$ cat config.mk
export PLATFORM = sky130hd
export DESIGN_NAME = ppr_remap
export DESIGN_NICKNAME = d
export VERILOG_FILES = /design/src/rtl/ppr_pkg.sv /design/src/rtl/ppr_map_if.sv /design/src/rtl/ppr_map_store.sv /design/src/rtl/ppr_remap.sv
export SDC_FILE = /design/constraint.sdc
export NUM_CORES = 1
export LEC_CHECK = 0
export ABC_AREA = 0
export BUFFER_PORTS_ARGS = -buffer_cell sky130_fd_sc_hd__buf_2
export CAP_MARGIN = 30
export CORE_ASPECT_RATIO = 0.5
export CORE_MARGIN = 4
export CORE_UTILIZATION = 60
export DETAILED_ROUTE_END_ITERATION = 12
export PLACE_DENSITY = 0.81
export REMOVE_ABC_BUFFERS = 1
export SETUP_SLACK_MARGIN = 0.2
export SYNTH_ARGS = -nofsm -noshare
export SYNTH_HDL_FRONTEND = slang
export SYNTH_HIERARCHICAL = 1
export SYNTH_SLANG_ARGS = --single-unit
$ cat constraint.sdc
create_clock -name ref_clk_i -period 3.2 [get_ports ref_clk_i]
set_input_delay 0.48 -clock ref_clk_i [delete_from_list [all_inputs] [get_ports ref_clk_i]]
set_output_delay 0.48 -clock ref_clk_i [all_outputs]
set_load 0.02 [all_outputs]
$ cat src/rtl/ppr_pkg.sv
/*
 * Shared constants and types for the peripheral pin remap fabric.
 * Assumes one 20 MHz clock domain and plain-port register access.
 */
package ppr_pkg;

	localparam int PPR_PIN_COUNT = 26;
	localparam int PPR_IN_COUNT  = 19;
	localparam int PPR_FIELD_W   = 5;
	localparam int PPR_ADDR_W    = 7;
	localparam int PPR_DATA_W    = 8;
	localparam int PPR_SRC_COUNT = 8;

	// register addresses on the plain access port
	localparam logic [PPR_ADDR_W-1:0] PPR_ADDR_OSC     = 7'h00;
	localparam logic [PPR_ADDR_W-1:0] PPR_ADDR_IN_BASE = 7'h20;
	localparam logic [PPR_ADDR_W-1:0] PPR_ADDR_OUT_BASE = 7'h40;

	// oscillator control low byte: keys and lock position
	localparam logic [PPR_DATA_W-1:0] PPR_KEY_FIRST  = 8'h46;
	localparam logic [PPR_DATA_W-1:0] PPR_KEY_SECOND = 8'h57;
	localparam int                    PPR_LOCK_BIT   = 6;
	localparam logic                  PPR_LOCK_RST   = 1'b0;

	// field codes
	localparam logic [PPR_FIELD_W-1:0] PPR_IN_TIE_GND  = 5'h1f;
	localparam logic [PPR_FIELD_W-1:0] PPR_IN_MAP_RST  = 5'h1f;
	localparam logic [PPR_FIELD_W-1:0] PPR_OUT_MAP_RST = 5'h00;
	localparam logic [PPR_FIELD_W-1:0] PPR_OUT_NULL    = 5'h00;
	localparam logic [PPR_FIELD_W-1:0] PPR_OUT_U_TX    = 5'h03;
	localparam logic [PPR_FIELD_W-1:0] PPR_OUT_U_RTS   = 5'h04;
	localparam logic [PPR_FIELD_W-1:0] PPR_OUT_SPI_DO  = 5'h07;
	localparam logic [PPR_FIELD_W-1:0] PPR_OUT_SPI_CK  = 5'h08;
	localparam logic [PPR_FIELD_W-1:0] PPR_OUT_SPI_SS  = 5'h09;
	localparam logic [PPR_FIELD_W-1:0] PPR_OUT_CMP1    = 5'h12;
	localparam logic [PPR_FIELD_W-1:0] PPR_OUT_CMP2    = 5'h13;
	localparam logic [PPR_FIELD_W-1:0] PPR_OUT_ENC_DIR = 5'h1a;

	// bit positions of the peripheral output source vector
	localparam int PPR_SRC_U_TX    = 0;
	localparam int PPR_SRC_U_RTS   = 1;
	localparam int PPR_SRC_SPI_DO  = 2;
	localparam int PPR_SRC_SPI_CK  = 3;
	localparam int PPR_SRC_SPI_SS  = 4;
	localparam int PPR_SRC_CMP1    = 5;
	localparam int PPR_SRC_CMP2    = 6;
	localparam int PPR_SRC_ENC_DIR = 7;

	// peripheral input indices (field index and periph_in_o bit)
	localparam int PPR_IN_EXT_INTERRUPT_ONE = 0;
	localparam int PPR_IN_EXT_INTERRUPT_TWO = 1;
	localparam int PPR_IN_TIMER_TWO_CLOCK   = 2;
	localparam int PPR_IN_TIMER_THREE_CLOCK = 3;
	localparam int PPR_IN_CAPTURE_ONE       = 4;
	localparam int PPR_IN_CAPTURE_TWO       = 5;
	localparam int PPR_IN_CAPTURE_SEVEN     = 6;
	localparam int PPR_IN_CAPTURE_EIGHT     = 7;
	localparam int PPR_IN_COMPARE_FAULT_A   = 8;
	localparam int PPR_IN_PWM_FAULT_ONE     = 9;
	localparam int PPR_IN_PWM_FAULT_TWO     = 10;
	localparam int PPR_IN_ENCODER_PHASE_A   = 11;
	localparam int PPR_IN_ENCODER_PHASE_B   = 12;
	localparam int PPR_IN_ENCODER_INDEX     = 13;
	localparam int PPR_IN_UART_RECEIVE      = 14;
	localparam int PPR_IN_UART_CLEAR_TO_SEND = 15;
	localparam int PPR_IN_SPI_DATA          = 16;
	localparam int PPR_IN_SPI_CLOCK         = 17;
	localparam int PPR_IN_SPI_SELECT        = 18;

	typedef logic [PPR_IN_COUNT-1:0][PPR_FIELD_W-1:0]  ppr_in_map_t;
	typedef logic [PPR_PIN_COUNT-1:0][PPR_FIELD_W-1:0] ppr_out_map_t;

	typedef enum logic [1:0] {
		PPR_KEY_IDLE,
		PPR_KEY_ONE,
		PPR_KEY_TWO
	} ppr_key_t;

	typedef struct packed {
		ppr_key_t                key;
		logic                    lock;
		logic [PPR_DATA_W-1:0]   rdata;
	} ppr_ctrl_t;

	localparam ppr_ctrl_t PPR_CTRL_RST = '{key: PPR_KEY_IDLE, lock: PPR_LOCK_RST, rdata: 8'h00};

	typedef struct packed {
		ppr_in_map_t  in_map;
		ppr_in_map_t  in_shadow;
		ppr_out_map_t out_map;
		ppr_out_map_t out_shadow;
		logic         mismatch;
	} ppr_store_t;

	localparam ppr_store_t PPR_STORE_RST = '{
		in_map:     {PPR_IN_COUNT{PPR_IN_MAP_RST}},
		in_shadow:  {PPR_IN_COUNT{PPR_IN_MAP_RST}},
		out_map:    {PPR_PIN_COUNT{PPR_OUT_MAP_RST}},
		out_shadow: {PPR_PIN_COUNT{PPR_OUT_MAP_RST}},
		mismatch:   1'b0
	};

endpackage

$ cat src/rtl/ppr_map_if.sv
/*
 * Carrier between the remap controller and the map storage.
 * Assumes both ends share ref_clk_i; no clocking blocks.
 */
`timescale 1ns/100ps
interface ppr_map_if;
	logic                               we;
	logic                               is_out;
	logic [ppr_pkg::PPR_FIELD_W-1:0]    idx;
	logic [ppr_pkg::PPR_FIELD_W-1:0]    data;
	ppr_pkg::ppr_in_map_t               in_map;
	ppr_pkg::ppr_out_map_t              out_map;
	logic                               mismatch;

	modport ctrl (output we, output is_out, output idx, output data,
		input in_map, input out_map, input mismatch);
	modport store (input we, input is_out, input idx, input data,
		output in_map, output out_map, output mismatch);
endinterface

$ cat src/rtl/ppr_map_store.sv
/*
 * Input and output map fields with shadow copies and mismatch watch.
 * Assumes the controller only raises we when the map lock is clear.
 */
`timescale 1ns/100ps
module ppr_map_store (
	input  wire logic   ref_clk_i,
	input  wire logic   arst_n_i,
	ppr_map_if.store    m
);
	ppr_pkg::ppr_store_t st_r;
	ppr_pkg::ppr_store_t st_nxt;

	// legal writes land in field and shadow together
	always_comb begin
		st_nxt = st_r;
		if (m.we) begin
			if (m.is_out) begin
				if (m.idx < 5'(ppr_pkg::PPR_PIN_COUNT)) begin
					st_nxt.out_map[m.idx]    = m.data;
					st_nxt.out_shadow[m.idx] = m.data;
				end
			end else if (m.idx < 5'(ppr_pkg::PPR_IN_COUNT)) begin
				st_nxt.in_map[m.idx]    = m.data;
				st_nxt.in_shadow[m.idx] = m.data;
			end
		end
		// sticky until device reset: an upset must not be forgotten
		st_nxt.mismatch = st_r.mismatch | (st_r.in_map != st_r.in_shadow)
			| (st_r.out_map != st_r.out_shadow);
	end

	// reset leaves inputs tied low and outputs on port logic
	always_ff @(posedge ref_clk_i or negedge arst_n_i) begin
		if (!arst_n_i) begin
			st_r <= ppr_pkg::PPR_STORE_RST;
		end else begin
			st_r <= st_nxt;
		end
	end

	assign m.in_map   = st_r.in_map;
	assign m.out_map  = st_r.out_map;
	assign m.mismatch = st_r.mismatch;
endmodule // ppr_map_store

$ cat src/rtl/ppr_remap.sv
/*
 * Peripheral pin remap fabric: input and output muxes, map lock with
 * two-key sequence, one-way lock option, mismatch reset request.
 * Assumes all ports are synchronous to ref_clk_i (20 MHz).
 */
// How it works
// - each peripheral input has a 5-bit field; value n below 26 picks pin n.
// - input and output maps are separate fields with no cross limits.
// - a mapped pin feeds its peripheral only while its direction bit is 1.
// - nineteen peripheral inputs, interrupts through SPI select, each with a field.
// - each pin has a 5-bit field choosing the peripheral output that drives it.
// - output code zero leaves the pin with its default port logic.
// - codes 3,4,7,8,9 pick UART transmit, RTS, SPI data, clock, select.
// - codes 18,19,26 pick compare one, compare two, encoder direction.
// - with the lock set, map writes complete but change nothing.
// - the lock is bit 6 of the oscillator control low byte.
// - the lock holds its value until the key sequence changes it.
// - shadow copies are compared always; a difference requests a reset.
// - with the one-way option, a set lock stays set until reset.
// - option input high means one-way; low allows repeated sessions.
// - input fields reset to 11111, which ties the input low.
`timescale 1ns/100ps
module ppr_remap (
	input  wire logic                              ref_clk_i,
	input  wire logic                              arst_n_i,
	input  wire logic                              bus_wr_i,
	input  wire logic                              bus_rd_i,
	input  wire logic [ppr_pkg::PPR_ADDR_W-1:0]    bus_addr_i,
	input  wire logic [ppr_pkg::PPR_DATA_W-1:0]    bus_wdata_i,
	output      logic [ppr_pkg::PPR_DATA_W-1:0]    bus_rdata_o,
	input  wire logic                              one_way_lock_option_i,
	output      logic                              map_lock_bit_o,
	output      logic                              cfg_mismatch_rst_o,
	input  wire logic [ppr_pkg::PPR_PIN_COUNT-1:0] pin_in_i,
	input  wire logic [ppr_pkg::PPR_PIN_COUNT-1:0] pin_direction_reg_i,
	input  wire logic [ppr_pkg::PPR_PIN_COUNT-1:0] port_out_i,
	input  wire logic [ppr_pkg::PPR_PIN_COUNT-1:0] port_oe_i,
	output      logic [ppr_pkg::PPR_PIN_COUNT-1:0] pin_out_o,
	output      logic [ppr_pkg::PPR_PIN_COUNT-1:0] pin_oe_o,
	output      logic [ppr_pkg::PPR_IN_COUNT-1:0]  periph_in_o,
	input  wire logic                              uart_transmit_out_i,
	input  wire logic                              uart_request_to_send_out_i,
	input  wire logic                              spi_data_out_i,
	input  wire logic                              spi_clock_out_i,
	input  wire logic                              spi_select_out_i,
	input  wire logic                              compare_out_one_i,
	input  wire logic                              compare_out_two_i,
	input  wire logic                              encoder_direction_status_i
);
	ppr_map_if m ();

	ppr_pkg::ppr_ctrl_t                     c_r;
	ppr_pkg::ppr_ctrl_t                     c_nxt;
	logic                                   osc_hit;
	logic                                   in_hit;
	logic                                   out_hit;
	logic [ppr_pkg::PPR_FIELD_W-1:0]        in_idx;
	logic [ppr_pkg::PPR_FIELD_W-1:0]        out_idx;
	logic [ppr_pkg::PPR_SRC_COUNT-1:0]      src;

	ppr_map_store u_store (
		.ref_clk_i (ref_clk_i),
		.arst_n_i  (arst_n_i),
		.m         (m)
	);

	// returns {selected, level}; unlisted codes fall back to port logic
	function automatic logic [1:0] out_pick(input logic [ppr_pkg::PPR_FIELD_W-1:0] code,
		input logic [ppr_pkg::PPR_SRC_COUNT-1:0] s);
		case (code)
			ppr_pkg::PPR_OUT_U_TX:    out_pick = {1'b1, s[ppr_pkg::PPR_SRC_U_TX]};
			ppr_pkg::PPR_OUT_U_RTS:   out_pick = {1'b1, s[ppr_pkg::PPR_SRC_U_RTS]};
			ppr_pkg::PPR_OUT_SPI_DO:  out_pick = {1'b1, s[ppr_pkg::PPR_SRC_SPI_DO]};
			ppr_pkg::PPR_OUT_SPI_CK:  out_pick = {1'b1, s[ppr_pkg::PPR_SRC_SPI_CK]};
			ppr_pkg::PPR_OUT_SPI_SS:  out_pick = {1'b1, s[ppr_pkg::PPR_SRC_SPI_SS]};
			ppr_pkg::PPR_OUT_CMP1:    out_pick = {1'b1, s[ppr_pkg::PPR_SRC_CMP1]};
			ppr_pkg::PPR_OUT_CMP2:    out_pick = {1'b1, s[ppr_pkg::PPR_SRC_CMP2]};
			ppr_pkg::PPR_OUT_ENC_DIR: out_pick = {1'b1, s[ppr_pkg::PPR_SRC_ENC_DIR]};
			default:                  out_pick = 2'h0;
		endcase
	endfunction

	// tie-low and out-of-range codes deliver ground
	function automatic logic in_pick(input logic [ppr_pkg::PPR_FIELD_W-1:0] code,
		input logic [ppr_pkg::PPR_PIN_COUNT-1:0] pins,
		input logic [ppr_pkg::PPR_PIN_COUNT-1:0] dir);
		if (code < 5'(ppr_pkg::PPR_PIN_COUNT)) begin
			in_pick = pins[code] & dir[code];
		end else begin
			in_pick = 1'b0;
		end
	endfunction

	assign src = {encoder_direction_status_i, compare_out_two_i, compare_out_one_i,
		spi_select_out_i, spi_clock_out_i, spi_data_out_i,
		uart_request_to_send_out_i, uart_transmit_out_i};

	// input muxes: one per peripheral, independent of the output muxes
	generate
		for (genvar k = 0; k < ppr_pkg::PPR_IN_COUNT; k++) begin : g_in
			assign periph_in_o[k] = in_pick(m.in_map[k], pin_in_i, pin_direction_reg_i);
		end
		for (genvar p = 0; p < ppr_pkg::PPR_PIN_COUNT; p++) begin : g_out
			logic [1:0] pick;
			assign pick = out_pick(m.out_map[p], src);
			// peripheral owns the pin while selected, else port logic does
			assign pin_out_o[p] = pick[1] ? pick[0] : port_out_i[p];
			assign pin_oe_o[p]  = pick[1] ? 1'b1 : port_oe_i[p];
		end
	endgenerate

	// address decode
	always_comb begin
		osc_hit = 1'b0;
		in_hit  = 1'b0;
		out_hit = 1'b0;
		in_idx  = 5'(bus_addr_i - ppr_pkg::PPR_ADDR_IN_BASE);
		out_idx = 5'(bus_addr_i - ppr_pkg::PPR_ADDR_OUT_BASE);
		if (bus_addr_i == ppr_pkg::PPR_ADDR_OSC) begin
			osc_hit = 1'b1;
		end else if (bus_addr_i >= ppr_pkg::PPR_ADDR_IN_BASE
			&& bus_addr_i < ppr_pkg::PPR_ADDR_IN_BASE + 7'(ppr_pkg::PPR_IN_COUNT)) begin
			in_hit = 1'b1;
		end else if (bus_addr_i >= ppr_pkg::PPR_ADDR_OUT_BASE
			&& bus_addr_i < ppr_pkg::PPR_ADDR_OUT_BASE + 7'(ppr_pkg::PPR_PIN_COUNT)) begin
			out_hit = 1'b1;
		end
	end

	// key sequence, lock, map write gating and read data
	always_comb begin
		c_nxt    = c_r;
		m.we     = bus_wr_i && (in_hit || out_hit) && !c_r.lock;
		m.is_out = out_hit;
		m.idx    = out_hit ? out_idx : in_idx;
		m.data   = bus_wdata_i[ppr_pkg::PPR_FIELD_W-1:0];
		if (bus_wr_i && osc_hit) begin
			case (c_r.key)
				ppr_pkg::PPR_KEY_IDLE: begin
					c_nxt.key = (bus_wdata_i == ppr_pkg::PPR_KEY_FIRST)
						? ppr_pkg::PPR_KEY_ONE : ppr_pkg::PPR_KEY_IDLE;
				end
				ppr_pkg::PPR_KEY_ONE: begin
					if (bus_wdata_i == ppr_pkg::PPR_KEY_SECOND) begin
						c_nxt.key = ppr_pkg::PPR_KEY_TWO;
					end else if (bus_wdata_i == ppr_pkg::PPR_KEY_FIRST) begin
						c_nxt.key = ppr_pkg::PPR_KEY_ONE;
					end else begin
						c_nxt.key = ppr_pkg::PPR_KEY_IDLE;
					end
				end
				ppr_pkg::PPR_KEY_TWO: begin
					// one-way option: a set lock refuses to clear
					if (!(one_way_lock_option_i && c_r.lock)) begin
						c_nxt.lock = bus_wdata_i[ppr_pkg::PPR_LOCK_BIT];
					end
					c_nxt.key = ppr_pkg::PPR_KEY_IDLE;
				end
				default: c_nxt.key = ppr_pkg::PPR_KEY_IDLE;
			endcase
		end else if (bus_wr_i || bus_rd_i) begin
			c_nxt.key = ppr_pkg::PPR_KEY_IDLE;
		end
		if (bus_rd_i) begin
			c_nxt.rdata = 8'h00;
			if (osc_hit) begin
				c_nxt.rdata[ppr_pkg::PPR_LOCK_BIT] = c_r.lock;
			end else if (in_hit) begin
				c_nxt.rdata = {3'h0, m.in_map[in_idx]};
			end else if (out_hit) begin
				c_nxt.rdata = {3'h0, m.out_map[out_idx]};
			end
		end
	end

	// lock holds across any number of map writes until changed
	always_ff @(posedge ref_clk_i or negedge arst_n_i) begin
		if (!arst_n_i) begin
			c_r <= ppr_pkg::PPR_CTRL_RST;
		end else begin
			c_r <= c_nxt;
		end
	end

	assign bus_rdata_o        = c_r.rdata;
	assign map_lock_bit_o     = c_r.lock;
	assign cfg_mismatch_rst_o = m.mismatch;

	generate
		for (genvar a = 0; a < ppr_pkg::PPR_IN_COUNT; a++) begin : g_in_chk

		end
		for (genvar b = 0; b < ppr_pkg::PPR_PIN_COUNT; b++) begin : g_out_chk

		end
	endgenerate
endmodule // ppr_remap

Yosys cells after proc, flatten, opt, wreduce, memory -nomap -nowiden. Cells that the tools add are included.

Output and inout port bits: 81. Bits in registers: 462. Logic and storage cells: 597. Input port bits: 132.

$lt $le $gt $ge: 48. Add/subtract/negate cells: 2. Bitwise operators: 23. Equality and inequality tests: 214. Muxes and demuxes: 200. Reduce and logical (&&, ||, !) cells: 16.

Operators by type and width (number): $pmux 2 s8 (26); $eq 5x5->1 const B (78); $bwmux 130 (2); $eq 5x3->1 const B (52); $eq 5x4->1 const B (52); $bmux 1 s5 (38); $bwmux 95 (2); $lt 5x6->1 const B (22); $eq 5x2->1 const B (26); $ne 130x130->1 (1); $mux 1 (118); $lt 5x5->1 const B (21); $ne 95x95->1 (1); $bmux 5 s5 (2); $demux 5 s5 (1); $mux 5 (5); $and 1x1->1 (19); $eq 8x7->1 const B (2); $sub 5x1->5 const B (2); $reduce_and 3->1 (3); $mux 8 (1); $ge 7x6->1 const B (1); $ge 7x7->1 const B (1); $logic_and 1x1->1 (7); other kinds (15) (20).

Logic depth before layout (Yosys ltp).
Word-level depth: 11. Depth in mapped cells: 10. Mapped depth without buffers: 7.

Modules after synthesis. Netlist, hierarchy kept.

By module, submodules not included: ppr_remap (seq. area each 225.2 um^2, instances 1, cells each 1321, area an instance 11160.7 um^2); ppr_map_store (seq. area each 5749.3 um^2, instances 1, cells each 551, area an instance 8898.5 um^2).

Least setup slack after synthesis. No wires, ideal clock.

Path kind: input -> register. Start: input port bus_addr_i[1] in the netlist's numbering. End: register u_store.st_r (netlist bit u_store/m.in_map[65]). Buffers on the path: 2. Library setup time: 82 ps. Stages: 9. Data arrival time: 3024 ps. Data required time: 3118 ps. Slack: 93 ps. Cells stage by stage: buf_6 or2_1 buf_6 a311oi_4 and2b_1 nor3b_1 or3b_1 nor2_2 mux2_2.

Elaborated cells between the ends (all ways): 27. Classes of those cells: add/sub (2); order compare (7); mux (9); bitwise (1); reduce/logical (8).

RTL lines: from (decl) (line ppr_remap.sv:28) `input wire logic [ppr_pkg::PPR_ADDR_W-1:0] bus_addr_i,`; $ge 7x7->1 / $lt 7x7->1 (equally long branches) (line ppr_remap.sv:124, ppr_remap.sv:125); $logic_and 1x1->1 (line ppr_remap.sv:125) `&& bus_addr_i < ppr_pkg::PPR_ADDR_OUT_BASE + 7'(ppr_pkg::PPR_PIN_COUNT)) begin`; $mux 1 (line ppr_remap.sv:124) `end else if (bus_addr_i >= ppr_pkg::PPR_ADDR_OUT_BASE`; $mux 1 (line ppr_remap.sv:121) `end else if (bus_addr_i >= ppr_pkg::PPR_ADDR_IN_BASE`; $mux 1 (*) (line ppr_remap.sv:119) `if (bus_addr_i == ppr_pkg::PPR_ADDR_OSC) begin`; net m.is_out (line ppr_map_if.sv:8) `logic is_out;`; $logic_or 1x1->1 (*) (line ppr_remap.sv:133) `m.we = bus_wr_i && (in_hit || out_hit) && !c_r.lock;`; $logic_and 1x1->1 (*) (2 in series) (line ppr_remap.sv:133); net m.we (line ppr_map_if.sv:7) `logic we;`; $reduce_and 3->1 (no line) (*); to (signal assigned) (line ppr_map_store.sv:36) `st_r <= ppr_pkg::PPR_STORE_RST;`; to (signal assigned) (line ppr_map_store.sv:38) `st_r <= st_nxt;`; to (decl) (line ppr_map_store.sv:11) `ppr_pkg::ppr_store_t st_r;`.

Mark *: on every way through the listed nets, which the timed path passes. The rest lies on a longest branch. A chain may end at the register's enable or synchronous reset.

Worst setup path in the final report.
Start: register u_store.st_r (netlist bit u_store/m.in_map[11]). End: output port periph_in_o[2] in the netlist's numbering.

Longest elaborated chain between the ends: 4. Elaborated cells between the ends (all ways): 7. Classes of those cells: order compare (1); mux (5); bitwise (1).

Ends and longest elaborated chain: $bmux 1 s5 (line ppr_remap.sv:88) `in_pick = pins[code] & dir[code];`; $mux 1 (implied by the code) (line ppr_remap.sv:88); $and 1x1->1 (line ppr_remap.sv:88); $mux 1 (*) (line ppr_remap.sv:87) `if (code < 5'(ppr_pkg::PPR_PIN_COUNT)) begin`; to (decl) (line ppr_remap.sv:40) `output logic [ppr_pkg::PPR_IN_COUNT-1:0] periph_in_o,`.

Every way passes the cells marked *; elsewhere a longest branch is shown, timed or not. The select of a mux whose other input is x is not followed.

==> reports/qor.yml <==
placementRows: 47
yosysMostFrequentCell: "mux2_2"
drt_iter0_markers: 2576
final_cells: 2511
gr-total-overflow: 0
yosys.cell_types.count: 76
power_w: 0.008561
critPathLaunchType: "flip-flop"
path_class: "reg -> out"
final_core_util_pct: 68.93
r2r_setup_slack_ns: 0.99
drv_slew: 0
ir_drop_mv: 0.3236
ys_ff_latch: 234
clockBufferDepth: 3
synth.area.mux_share_pct: 39.12
p_leak_nw: 9.016
num-nets-final: 2185
vias: 18060
tightest_slew_ns: 0.7673
swShare_pct: 32.11
yosys.area_share.simple_pct: 14.00
setup_viol: 0
r2r-end: "bus_rdata_o[1]"
min_to: "map_lock_bit_o"
gp_congestion: 0.9990
holdPathStages: 3
hpwl_mm: 42.22
yosys.area.top_type_share_pct: 17.34
power.density_nw_per_um2: 376.4
rsz0062_at_grt: "yes"
clock-root-buffer: "clkbuf_16"
antenna_found_initial: 1
critPathMaxFanout: 9
io_pins: 213
drv_cap: 0
clkPwrFrac_pct: 31.3
reg2reg_depth: 6
fp.dieH_um: 137.3
postRouteAntennaNets: 0
clk_pin_slew_ns: 0.06
max_freq_ghz: 0.3337
h-tree-depth: 1
synth_common_cells: "269 x mux2_2, 149 x clkbuf_1, 146 x mux2i_1, 144 x mux4_2, 139 x dfrtp_1"
finalCritPeriodShare_pct: 93.65
synthAdderAreaFrac_pct: 0
crit-reg2reg-launch: "u_store/m.in_map[26]"
drive_above_1_share_pct: 47.27
yosys_warnings: 6
start_util_pct: 60.80
grt_max_degree: 80
pwr-share-comb_pct: 26.7
syn_inst: 1872
power_frac_seq_pct: 42.0
synth_top_family_by_area: "multiplexers"
fin_ws_ns: 0.2032
die_width_um: 266.6
wl_mm: 66.16
timing.hold.ws_ns: 0.1846
yosysTopAreaCell: "dfrtp_1"
synth_compound_area_share_pct: 11.66
ys.flop_type: "dfrtp_1"
cp_data_arrival_time_ns: 2.52
clk_latency_ns: 0.55
syn_area_sq_um: 20060
hold_viol_final: 0
place_ws_ns: 0.1709
outcome: "finished, final reports clean"
cts_tree: "built"
dieArea_sq_um: 36600
synth-edff-count: 0
place_inst: 2398
synth_xor_area_share_pct: 0
p_int_w: 0.005812
hp-start: "one_way_lock_option_i"
grt_usage_pct: 34.53
design.core.area_sq_um: 32990
cts_num_sinks: 234
grt_pass1_wl_mm: 98.47
drc_errors: 0
worst_setup_path_end_kind: "output pin"
numCtsBuffers: 23
routedWlPerCell_um: 26.35
switching_power_w: 0.002749
hp-class: "in -> reg"
fillers: 2373
dr.pass1.iters: 7
vias_per_cell: 7.192
grt_pass1_vias: 17160
portBuffers: 209
syn_to_final_growth_pct: 13.37
slew_headroom_pct: 48.84
cp.required_ns: 2.72
async_flop_share_pct: 100.0
synthTopCellsByArea: "dfrtp_1 17%, mux4_2 16%, mux2_2 15%"
yosysSeqAreaShare_pct: 29.78
min_period_ns: 2.997
syn-mean-instance-area_sq_um: 10.72
skew_ns: 0.01301
registers in the layout, indices dropped and copies added (netlist names):
signal	cells
map_lock_bit_o	1
u_store/st_r	80
u_store/m.out_map	50
u_store/m.in_map	95
bus_rdata_o	6
c_r	2
layout make-up:
class / count / area, sq um / share of cell area [%]
antenna: 1 / 2.502 / 0.01100
multi-input combinational: 1378 / 13060 / 57.41
tap: 441 / 551.8 / 2.426
sequential: 234 / 5989 / 26.34
timing repair buffer: 351 / 2188 / 9.623
clock inverter: 3 / 18.77 / 0.08253
clock buffer: 38 / 691.9 / 3.042
inverter: 65 / 244.0 / 1.073
metrics by stage:
stage,instance area (sq um),TNS (ns)
after floorplan,19220,-3.499
after global placement,21410,0
after detailed placement,21410,0
after CTS,22270,0
after global routing,22740,0
final,22740,0
cells by family after synthesis:
family,count (synthesis)
buf+inv,261
mux,565
simple gates,470
compound gates,340
other cells,2
flops,234
cells in the final DEF, fill, tap and decap left out, types with 27 or more instances in the layout:
cell,synthesis,routed
a21oi_1,60,59
buf_2,19,202
buf_4,17,140
dfrtp_1,139,127
dfstp_2,95,95
inv_1,65,65
mux2_2,269,269
mux2i_1,146,146
mux4_2,144,144
nand2_1,99,97
nand3_1,44,44
nand3b_1,34,34
nor2_1,58,58
nor3b_1,27,27
o21ai_0,71,63
or2_2,27,27
how the worst max path moves through the flow:
| stage | startpoint | endpoint | slack (ns) | cells past startpoint |
|---|---|---|---|---|
| after floorplan | bus_addr_i[1] | u_store/m.in_map[30] | -0.11 | 7 |
| after global placement | bus_addr_i[2] | u_store/st_r[59] | 0.21 | 9 |
| after detailed placement | bus_addr_i[2] | u_store/st_r[71] | 0.17 | 9 |
| after CTS | u_store/m.out_map[20] | pin_out_o[4] | 0.14 | 6 |
| after global routing | u_store/m.out_map[22] | pin_out_o[4] | 0.15 | 6 |
| final | u_store/m.in_map[11] | periph_in_o[2] | 0.20 | 5 |
power by group through the flow:
stage	combinational, W	clock, W	sequential (W)
after detailed placement	0.00202	0	0.00367
after global placement	0.00197	0	0.00366
after CTS	0.00209	0.00268	0.00360
final	0.00229	0.00268	0.00360
after floorplan	0.00127	0	0.00355
after global routing	0.00239	0.00282	0.00363
what timing repair did:
| action | in CTS | in global routing |
|---|---|---|
| hold endpoints to repair | 49 | 0 |
| hold buffers | 1 | 0 |
| resized for setup | 9 | 26 |
| setup endpoints to repair | 11 | 21 |
| pin swaps | 0 | 2 |
| setup buffers | 15 | 55 |
worst max-delay path, stage by stage (launching register included):
cell,delay [ns]
dfstp_2,0.67
mux4_2,0.52
nor3b_1,0.23
o31ai_1,0.12
o21ai_1,0.20
buf_2,0.23
layer usage:
layer / global-route usage, % / vias to the layer above / routed length (um)
met3: 10.31 / 386 / 9081
met4: 14.33 / 2 / 3452
met2: 54.25 / 1365 / 29640
met1: 45.33 / 8737 / 23980
li1: - / 7568 / -
met5: 0 / - / 11
Note: power is estimated with default switching activity, not from simulation.
